==> src/uart_pkg.sv <==
// constants for the async serial transceiver
// assumes a single system clock f0 drives the whole block
package uart_pkg;
    localparam int unsigned BAUD_W       = 13;
    localparam int unsigned SAMPLES      = 8;
    localparam int unsigned SAMPLE_W     = 3;
    localparam logic [2:0]  SAMPLE_PICK  = 3'h4;
    localparam logic [2:0]  SAMPLE_LAST  = 3'h7;
    localparam int unsigned BITCNT_W     = 4;
    localparam logic [12:0] BAUD_RESET   = 13'h0000;
    localparam logic [7:0]  BYTE_RESET   = 8'h00;
    localparam logic [3:0]  CFG_RESET    = 4'h0;
    localparam logic [2:0]  MASK_RESET   = 3'h0;
    localparam int unsigned CFG_LEN      = 0;
    localparam int unsigned CFG_PAR      = 1;
    localparam int unsigned CFG_ODD      = 2;
    localparam int unsigned CFG_STPB     = 3;
    localparam int unsigned IRQ_FRAME_RECEIVED_EVENT     = 0;
    localparam int unsigned IRQ_BRK      = 1;
    localparam int unsigned IRQ_ADR      = 2;
    localparam int unsigned FIFO_DEPTH   = 2;
    localparam logic        LINE_IDLE    = 1'b1;
    localparam logic        LINE_START   = 1'b0;
    localparam logic [3:0]  DATA7        = 4'h7;
    localparam logic [3:0]  DATA8        = 4'h8;
endpackage

==> src/async_serial_transceiver.sv <==
// async serial transceiver: tx, rx, two-entry rx fifo, compare, interrupt source
// assumes rx pin is asynchronous; software keeps its own rules
`timescale 1ns/1ps
module async_serial_transceiver #(
    parameter int unsigned BAUD_W = uart_pkg::BAUD_W
) (
    // clock and reset
    input  wire logic        i_clk,
    input  wire logic        i_reset_n,
    // module control
    input  wire logic        i_module_enable,
    input  wire logic [7:0]  i_baud_divisor_low,
    input  wire logic        i_baud_divisor_low_we,
    input  wire logic [4:0]  i_baud_divisor_high,
    input  wire logic        i_baud_divisor_high_we,
    input  wire logic [3:0]  i_format,
    input  wire logic        i_format_we,
    input  wire logic [7:0]  i_rx_compare_value,
    input  wire logic        i_rx_compare_we,
    input  wire logic [2:0]  i_irq_mask,
    input  wire logic        i_irq_mask_we,
    // data register
    input  wire logic [7:0]  i_tx_data,
    input  wire logic        i_tx_data_we,
    input  wire logic        i_rx_data_rd,
    // serial pins
    input  wire logic        i_rx,
    output logic             o_tx,
    // status
    output logic [7:0]       o_rx_data,
    output logic             o_rx_parity_err,
    output logic             o_rx_frame_err,
    output logic             o_rx_break,
    output logic             o_fifo_empty,
    output logic             o_fifo_full,
    output logic             o_fifo_overrun_flag,
    output logic             o_transmitter_active,
    output logic             o_receiver_active,
    output logic [2:0]       o_irq_flag_reg,
    output logic             o_irq_source
);
    typedef enum logic [2:0] {TX_IDLE = 3'b001, TX_SEND = 3'b010, TX_DONE = 3'b100} tx_state_e;
    typedef enum logic [2:0] {RX_IDLE = 3'b001, RX_BITS = 3'b010, RX_BREAK = 3'b100} rx_state_e;

    logic [BAUD_W-1:0] baud_q;
    logic [3:0]        cfg_q;
    logic [7:0]        cmp_q;
    logic [2:0]        mask_q;
    logic              tick;
    logic              en;
    assign en = i_module_enable;

    // configuration, reset while in standby
    always_ff @(posedge i_clk or negedge i_reset_n) begin
        if (!i_reset_n) begin
            baud_q <= uart_pkg::BAUD_RESET;
            cfg_q  <= uart_pkg::CFG_RESET;
            cmp_q  <= uart_pkg::BYTE_RESET;
            mask_q <= uart_pkg::MASK_RESET;
        end else if (!en) begin
            baud_q <= uart_pkg::BAUD_RESET;
            cfg_q  <= uart_pkg::CFG_RESET;
            cmp_q  <= uart_pkg::BYTE_RESET;
            mask_q <= uart_pkg::MASK_RESET;
        end else begin
            // two byte loads form the 13-bit divisor
            if (i_baud_divisor_low_we) baud_q[7:0] <= i_baud_divisor_low;
            if (i_baud_divisor_high_we) baud_q[BAUD_W-1:8] <= i_baud_divisor_high;
            if (i_format_we) cfg_q <= i_format;
            if (i_rx_compare_we) cmp_q <= i_rx_compare_value;
            if (i_irq_mask_we) mask_q <= i_irq_mask;
        end
    end

    baud_tick #(.W(BAUD_W)) u_baud (
        .i_clk     (i_clk),
        .i_reset_n (i_reset_n),
        .i_enable  (en),
        .i_divisor (baud_q),
        .o_tick    (tick)
    );

    // frame geometry
    logic [3:0] data_bits;
    assign data_bits = cfg_q[uart_pkg::CFG_LEN] ? uart_pkg::DATA8 : uart_pkg::DATA7;

    // transmitter
    tx_state_e  tx_st_q;
    logic [11:0] tx_sh_q;
    logic [3:0]  tx_left_q;
    logic [2:0]  tx_smp_q;
    logic        tx_end;
    logic        tx_par;
    assign tx_par = ^(i_tx_data & (cfg_q[uart_pkg::CFG_LEN] ? 8'hff : 8'h7f)) ^ cfg_q[uart_pkg::CFG_ODD];

    always_ff @(posedge i_clk or negedge i_reset_n) begin
        if (!i_reset_n) begin
            tx_st_q   <= TX_IDLE;
            tx_sh_q   <= '1;
            tx_left_q <= '0;
            tx_smp_q  <= '0;
        end else if (!en) begin
            tx_st_q   <= TX_IDLE;
            tx_sh_q   <= '1;
            tx_left_q <= '0;
            tx_smp_q  <= '0;
        end else begin
            case (tx_st_q)
                TX_IDLE, TX_DONE: begin
                    tx_st_q <= TX_IDLE;
                    if (i_tx_data_we) begin
                        // load and start at once
                        tx_st_q <= TX_SEND;
                        tx_smp_q <= '0;
                        // stops idle, start opposite, parity completes ones
                        if (cfg_q[uart_pkg::CFG_LEN]) begin
                            tx_sh_q <= {2'b11, cfg_q[uart_pkg::CFG_PAR] ? tx_par : uart_pkg::LINE_IDLE,
                                        i_tx_data, uart_pkg::LINE_START};
                        end else begin
                            tx_sh_q <= {3'b111, cfg_q[uart_pkg::CFG_PAR] ? tx_par : uart_pkg::LINE_IDLE,
                                        i_tx_data[6:0], uart_pkg::LINE_START};
                        end
                        tx_left_q <= 4'(1 + data_bits + 4'(cfg_q[uart_pkg::CFG_PAR])
                                        + 4'(cfg_q[uart_pkg::CFG_STPB]) + 1);
                    end
                end
                TX_SEND: begin
                    if (tick) begin
                        tx_smp_q <= tx_smp_q + 1'b1;
                        // eight ticks per bit
                        if (tx_smp_q == uart_pkg::SAMPLE_LAST) begin
                            tx_sh_q   <= {1'b1, tx_sh_q[11:1]};
                            tx_left_q <= tx_left_q - 1'b1;
                            if (tx_left_q == 4'h1) tx_st_q <= TX_DONE;
                        end
                    end
                end
                default: tx_st_q <= TX_IDLE;
            endcase
        end
    end
    assign tx_end = (tx_st_q == TX_DONE);

    always_ff @(posedge i_clk or negedge i_reset_n) begin
        if (!i_reset_n) o_tx <= uart_pkg::LINE_IDLE;
        else o_tx <= (en && tx_st_q == TX_SEND) ? tx_sh_q[0] : uart_pkg::LINE_IDLE;
    end
    assign o_transmitter_active = (tx_st_q == TX_SEND);

    // rx synchroniser and majority filter
    logic [1:0] rx_sync_q;
    logic [1:0] rx_hist_q;
    logic       rx_filt_q;
    always_ff @(posedge i_clk or negedge i_reset_n) begin
        if (!i_reset_n) begin
            rx_sync_q <= 2'b11;
            rx_hist_q <= 2'b11;
            rx_filt_q <= uart_pkg::LINE_IDLE;
        end else begin
            rx_sync_q <= {rx_sync_q[0], i_rx};
            if (!en) begin
                rx_hist_q <= 2'b11;
                rx_filt_q <= uart_pkg::LINE_IDLE;
            end else if (tick) begin
                rx_hist_q <= {rx_hist_q[0], rx_sync_q[1]};
                rx_filt_q <= (rx_hist_q[0] & rx_hist_q[1]) | (rx_hist_q[0] & rx_sync_q[1])
                           | (rx_hist_q[1] & rx_sync_q[1]);
            end
        end
    end

    // receiver
    rx_state_e  rx_st_q;
    logic [2:0] rx_smp_q;
    logic [3:0] rx_idx_q;
    logic [7:0] rx_sh_q;
    logic       rx_perr_q;
    logic       rx_ferr_q;
    logic       rx_low_q;
    logic       rx_filt_d1_q;
    logic       rx_done;
    logic       rx_brk;
    logic [3:0] rx_total;
    logic       bit_pick;
    assign rx_total = 4'(1 + data_bits + 4'(cfg_q[uart_pkg::CFG_PAR]) + 4'(cfg_q[uart_pkg::CFG_STPB]) + 1);
    assign bit_pick = tick && (rx_smp_q == uart_pkg::SAMPLE_PICK);
    assign rx_done  = (rx_st_q == RX_BITS) && bit_pick && (rx_idx_q == rx_total - 1'b1);
    assign rx_brk   = rx_done && rx_low_q && !rx_filt_q;

    always_ff @(posedge i_clk or negedge i_reset_n) begin
        if (!i_reset_n) begin
            rx_st_q <= RX_IDLE;
            rx_smp_q <= '0;
            rx_idx_q <= '0;
            rx_sh_q <= '0;
            rx_perr_q <= 1'b0;
            rx_ferr_q <= 1'b0;
            rx_low_q <= 1'b0;
            rx_filt_d1_q <= uart_pkg::LINE_IDLE;
        end else if (!en) begin
            rx_st_q <= RX_IDLE;
            rx_smp_q <= '0;
            rx_idx_q <= '0;
            rx_sh_q <= '0;
            rx_perr_q <= 1'b0;
            rx_ferr_q <= 1'b0;
            rx_low_q <= 1'b0;
            rx_filt_d1_q <= uart_pkg::LINE_IDLE;
        end else if (tick) begin
            rx_filt_d1_q <= rx_filt_q;
            rx_smp_q <= rx_smp_q + 1'b1;
            case (rx_st_q)
                RX_IDLE: begin
                    if (rx_filt_d1_q && !rx_filt_q) begin
                        rx_st_q <= RX_BITS;
                        rx_smp_q <= 3'h1;
                        rx_idx_q <= '0;
                        rx_perr_q <= cfg_q[uart_pkg::CFG_ODD];
                        rx_ferr_q <= 1'b0;
                        rx_low_q <= 1'b1;
                        rx_sh_q <= '0;
                    end
                end
                RX_BITS: begin
                    if (rx_smp_q == uart_pkg::SAMPLE_PICK) begin
                        rx_idx_q <= rx_idx_q + 1'b1;
                        if (rx_filt_q) rx_low_q <= 1'b0;
                        if (rx_idx_q == '0) begin
                            if (rx_filt_q) rx_ferr_q <= 1'b1;
                        end else if (rx_idx_q <= data_bits) begin
                            rx_sh_q[3'(rx_idx_q - 1'b1)] <= rx_filt_q;
                            rx_perr_q <= rx_perr_q ^ rx_filt_q;
                        end else if (cfg_q[uart_pkg::CFG_PAR] && rx_idx_q == data_bits + 1'b1) begin
                            rx_perr_q <= rx_perr_q ^ rx_filt_q;
                        end else if (!rx_filt_q) begin
                            rx_ferr_q <= 1'b1;
                        end
                        if (rx_idx_q == rx_total - 1'b1) begin
                            rx_st_q <= (rx_low_q && !rx_filt_q) ? RX_BREAK : RX_IDLE;
                        end
                    end
                end
                RX_BREAK: begin
                    if (rx_filt_q) rx_st_q <= RX_IDLE;
                end
                default: rx_st_q <= RX_IDLE;
            endcase
        end
    end
    assign o_receiver_active = (rx_st_q == RX_BITS);

    logic perr_now;
    logic ferr_now;
    logic cmp_hit;
    assign perr_now = cfg_q[uart_pkg::CFG_PAR] && rx_perr_q;
    assign ferr_now = rx_ferr_q || !rx_filt_q;
    // compare, not on errored frames
    assign cmp_hit = rx_done && !perr_now && !ferr_now && (rx_sh_q == cmp_q);

    // two-entry fifo
    logic [10:0] fifo_q [uart_pkg::FIFO_DEPTH];
    logic [1:0]  cnt_q;
    logic        ovr_q;
    logic        push;
    logic        pop;
    assign pop  = i_rx_data_rd && (cnt_q != 2'h0);
    assign push = rx_done && ((cnt_q != 2'(uart_pkg::FIFO_DEPTH)) || pop);
    always_ff @(posedge i_clk or negedge i_reset_n) begin
        if (!i_reset_n) begin
            fifo_q[0] <= '0;
            fifo_q[1] <= '0;
            cnt_q <= '0;
            ovr_q <= 1'b0;
        end else if (!en) begin
            fifo_q[0] <= '0;
            fifo_q[1] <= '0;
            cnt_q <= '0;
            ovr_q <= 1'b0;
        end else begin
            if (pop) fifo_q[0] <= fifo_q[1];
            if (push) fifo_q[1'(cnt_q - 2'(pop))] <= {rx_brk, ferr_now, perr_now, rx_sh_q};
            cnt_q <= 2'(cnt_q + 2'(push) - 2'(pop));
            // dropped third frame
            if (rx_done && !push) ovr_q <= 1'b1;
        end
    end
    assign {o_rx_break, o_rx_frame_err, o_rx_parity_err, o_rx_data} = fifo_q[0];
    assign o_fifo_empty = (cnt_q == 2'h0);
    assign o_fifo_full  = (cnt_q == 2'(uart_pkg::FIFO_DEPTH));
    assign o_fifo_overrun_flag = ovr_q;

    // flags refreshed per telegram end, kept until next end
    logic [2:0] flag_q;
    logic       frame_received_event_en;
    logic       brk_en;
    logic       adr_en;
    assign frame_received_event_en = rx_done && mask_q[uart_pkg::IRQ_FRAME_RECEIVED_EVENT];
    assign brk_en  = rx_brk && mask_q[uart_pkg::IRQ_BRK];
    assign adr_en  = cmp_hit && mask_q[uart_pkg::IRQ_ADR];
    always_ff @(posedge i_clk or negedge i_reset_n) begin
        if (!i_reset_n) begin
            flag_q <= '0;
        end else if (!en) begin
            flag_q <= '0;
        end else if (rx_done) begin
            flag_q[uart_pkg::IRQ_FRAME_RECEIVED_EVENT] <= frame_received_event_en && (cnt_q == 2'h0);
            flag_q[uart_pkg::IRQ_BRK]  <= brk_en;
            flag_q[uart_pkg::IRQ_ADR]  <= adr_en;
        end
    end
    assign o_irq_flag_reg = flag_q;

    // one pulse per sent telegram, and per received telegram with an unmasked event
    always_ff @(posedge i_clk or negedge i_reset_n) begin
        if (!i_reset_n) o_irq_source <= 1'b0;
        else o_irq_source <= en && (tx_end || frame_received_event_en || brk_en || adr_en);
    end
endmodule

==> src/baud_tick.sv <==
// sample tick generator: 13-bit down-counter
// assumes divisor is stable while enabled
`timescale 1ns/1ps
module baud_tick #(
    parameter int unsigned W = 13
) (
    // clock and reset
    input  wire logic         i_clk,
    input  wire logic         i_reset_n,
    // control
    input  wire logic         i_enable,
    input  wire logic [W-1:0] i_divisor,
    // tick out
    output logic              o_tick
);
    logic [W-1:0] count_q;

    // reload n gives f0/(n+1)
    always_ff @(posedge i_clk or negedge i_reset_n) begin
        if (!i_reset_n) begin
            count_q <= '0;
        end else if (!i_enable) begin
            count_q <= '0;
        end else if (count_q == '0) begin
            count_q <= i_divisor;
        end else begin
            count_q <= count_q - 1'b1;
        end
    end

    assign o_tick = i_enable && (count_q == '0);
endmodule

==> config.mk <==
export PLATFORM = sky130hd
export DESIGN_NAME = async_serial_transceiver
export DESIGN_NICKNAME = d
export VERILOG_FILES = /design/src/uart_pkg.sv /design/src/async_serial_transceiver.sv /design/src/baud_tick.sv
export SDC_FILE = /design/constraint.sdc
export NUM_CORES = 1
export LEC_CHECK = 0
export ABC_AREA = 1
export BUFFER_PORTS_ARGS = -buffer_cell sky130_fd_sc_hd__buf_4
export CAP_MARGIN = 10
export CORE_MARGIN = 1.5
export CORE_UTILIZATION = 35
export CTS_CLUSTER_DIAMETER = 150
export DETAILED_ROUTE_END_ITERATION = 7
export GPL_ROUTABILITY_DRIVEN = 0
export REMOVE_ABC_BUFFERS = 1
export SKIP_LAST_GASP = 1
export SLEW_MARGIN = 0
export SYNTH_ARGS = -nofsm -noshare
export SYNTH_HDL_FRONTEND = slang
export SYNTH_SLANG_ARGS = --single-unit
==> constraint.sdc <==
create_clock -name i_clk -period 2.7 [get_ports i_clk]
set_input_delay 0.27 -clock i_clk [delete_from_list [all_inputs] [get_ports i_clk]]
set_output_delay 0.27 -clock i_clk [all_outputs]
set_load 0.03 [all_outputs]
==> flow_summary.ini <==
[setup_path]
crit_chain = inv_2 > fa_2 > inv_1 > ha_2 > nand3b_1 > nand2_2 > nand3_4 > nor2_4 > nand3_1 > o21ai_1 > ha_2 > xor2_2 > nand3_1 > nand2_1 > nor2_1
crit_path_max_incr_delay_ns = 0.59
crit_path_start_kind = register
crit_required_ns = 3.00
cp_slowest_cell = fa_2
critPathLaunch = cfg_q[0]$_DFFE_PN0P_
worstPathArrival_ns = 2.83
reg2reg_from = cfg_q[0]$_DFFE_PN0P_
worstSetupPathType = reg2reg
endpoint_kind = register
cp_max_fo = 3

[route]
met2_length_um = 6742
ant_nets = 0
wl_um = 14740
drtIter0Drc = 255
vias = 5235
top_layer = met4
drt-pass1-iter-count = 7
met3_length_um = 530
drc_errors = 4
vias_per_cell = 4.750
wire_per_inst_um = 13.38
wl_met1_um = 7376

[global_routing]
grt_remaining_overflow = 0
grt_pass1_vias = 5040
antenna_found_initial = 0
grt_pass1_wl_um = 24950
grt_max_degree = 43
grt_usage = 0.1605

[yosys]
synth_area_mm2 = 0.006531
ys_ff_latch = 118
synth_common_cells = nand2_1, dfrtp_1, inv_1
synth_cell_types = 44
ys.flop_type = dfrtp_1
synth_most_common_cell = nand2_1
yosys_warnings = 0
avgSynthCellArea_um2 = 8.247
yosysSeqAreaShare = 0.4557
synth_cells = 792
synth_top_area_share = 0.3793
synth-async-reset-ratio = 1.000
synth_top_area_cell = dfrtp_1
synth_area_leaders = dfrtp_1, nand2_1, dfstp_2, nand3_1, inv_1
synth_edf_count = 0

[sta]
finalCriticalPeriod_ns = 2.527
setup-violations-final = 0
maxSlewHeadroom = 0.6133
hold_viol = 0
finalCritPeriodShare = 0.9361
slew_violations = 0
tightest_slew_ns = 0.5760
fin_skew_ns = 0.007106
fmax_mhz = 395.7
fin_tns_setup_ns = 0
rsz0062_at_grt = yes

[power]
switchingPower_uw = 1946
p_seq_frac = 0.351
irDropWorstVdd_mv = 0.5025
p_int_uw = 4282
p_leak_uw = 0.003915
comb_power_share = 0.239
powerDensity_mw_per_mm2 = 782.0
p_sw_frac = 0.3125
clkPwrFrac = 0.410

[hold_path]
hp-start = i_tx_data_we
min_path_type = in2reg

[clock_tree]
cts_buffers = 17
clk-insertion-delay-late_ns = 0.41
htree_levels = 4
cts_tree = built
clk_pin_slew_worst_paths_ns = 0.05
clk_path_buf_depth = 2
clock-root-buffer = clkbuf_16
clock-sinks = 118

[placement]
dpl.cell_count = 1066
place_area_mm2 = 0.007216
dp_hpwl_um = 10410
port_buffers = 67

[cells_and_area]
finish.net_count = 928
seq_area_mm2 = 0.002977
final_cell_area_mm2 = 0.007964
fillers = 1764
area_growth_pct = 21.93
reg_top3 = baud_q (13), u_baud.count_q (13), fifo_q (11)
diodes = 0
multiInputGateArea_mm2 = 0.002980
drive_gt1_frac = 0.2153
final_cell_count_no_fill = 1102
final_util = 0.4388

[outcome]
status = finished with violations
violations = DRC

[floorplan]
initial_core_util = 0.3599
die-area_mm2 = 0.01949
ios = 68
num_rows = 49
die_x_um = 139.6
core_area_mm2 = 0.01815
die_h_um = 139.6

[run]
max_cap_violations = 0
[metrics by stage]
stage          hold slack, ns  power (uW)  worst slack (ns)
3_3_place_gp           0.3018        3663            0.1186
3_5_place_dp           0.3096        3681           0.07940
2_1_floorplan        -0.02559        3246           -0.1398
6_report              0.02813        6228            0.1726
4_1_cts              0.005435        6280           0.08422
5_1_grt               0.02897        6605          -0.02155
[cell families after synthesis]
| family | share of synthesized area |
|---|---|
| AND/OR/NAND/NOR | 0.2487 |
| buffers and inverters | 0.09483 |
| AO/OA/AOI/OAI | 0.1165 |
| flip-flops | 0.4557 |
| XOR/XNOR | 0.02950 |
| adder cells (fa/ha/maj) | 0.04253 |
| multiplexers | 0.01226 |
[layer usage]
| metal | up-vias | GRT usage |
|---|---|---|
| met3 | 6 | 0.04061 |
| met5 | - | 0 |
| met4 | 0 | 0.04377 |
| met1 | 2430 | 0.2238 |
| met2 | 82 | 0.2482 |
| li1 | 2717 | - |
[final cells by class]
type / count / area share
Multi-Input combinational cell: 533 / 0.3742
Clock inverter: 10 / 0.02404
Timing Repair Buffer: 83 / 0.08044
Inverter: 107 / 0.05075
Clock buffer: 22 / 0.06080
Sequential cell: 118 / 0.3738
Tap cell: 229 / 0.03598
[layout by cell type, fill, tap and decap left out, types with 19 or more instances in the layout]
cell type / n
dfrtp_1: 99
nand2_1: 148
dfstp_2: 19
nor2_1: 66
inv_1: 94
o21ai_0: 65
buf_4: 80
o22ai_1: 19
nand3_1: 85
[worst max-delay path, delay by kind of cell, from the launching register on]
kind,cells,cell delay [ns]
fa+ha+maj,3,0.98
compound gates,1,0.10
simple gates,8,0.74
flops,1,0.35
xor+xnor,1,0.14
buf+inv,2,0.11
[power groups by stage]
stage	logic (uW)	registers, uW	clock network (uW)
6_report	1490	2180	2560
5_1_grt	1710	2210	2690
4_1_cts	1490	2180	2610
3_5_place_dp	1470	2210	0
3_3_place_gp	1460	2210	0
2_1_floorplan	1090	2160	0
[path summary, 6_finish.rpt]
path / endpoint / slack [ns] / cells after the start
max in group asynchronous: rx_sync_q[1]$_DFF_PN1_ / 1.60 / 3
max: cnt_q[1]$_DFF_PN0_ / 0.17 / 15
min in group asynchronous: baud_q[0]$_DFFE_PN0P_ / 0.39 / 2
min: tx_st_q[0]$_DFFE_PN1P_ / 0.03 / 2
max reg2reg: cnt_q[1]$_DFF_PN0_ / 0.17 / 15
min reg2reg: rx_sync_q[1]$_DFF_PN1_ / 0.37 / 0
[timing repair]
| action | CTS | global route |
|---|---|---|
| resized for setup | 0 | 11 |
| setup endpoints to repair | 0 | 23 |
| hold buffers | 2 | 0 |
| hold endpoints to repair | 36 | 0 |
| buffers inserted | 0 | 1 |
(Power assumes the default switching activity.)
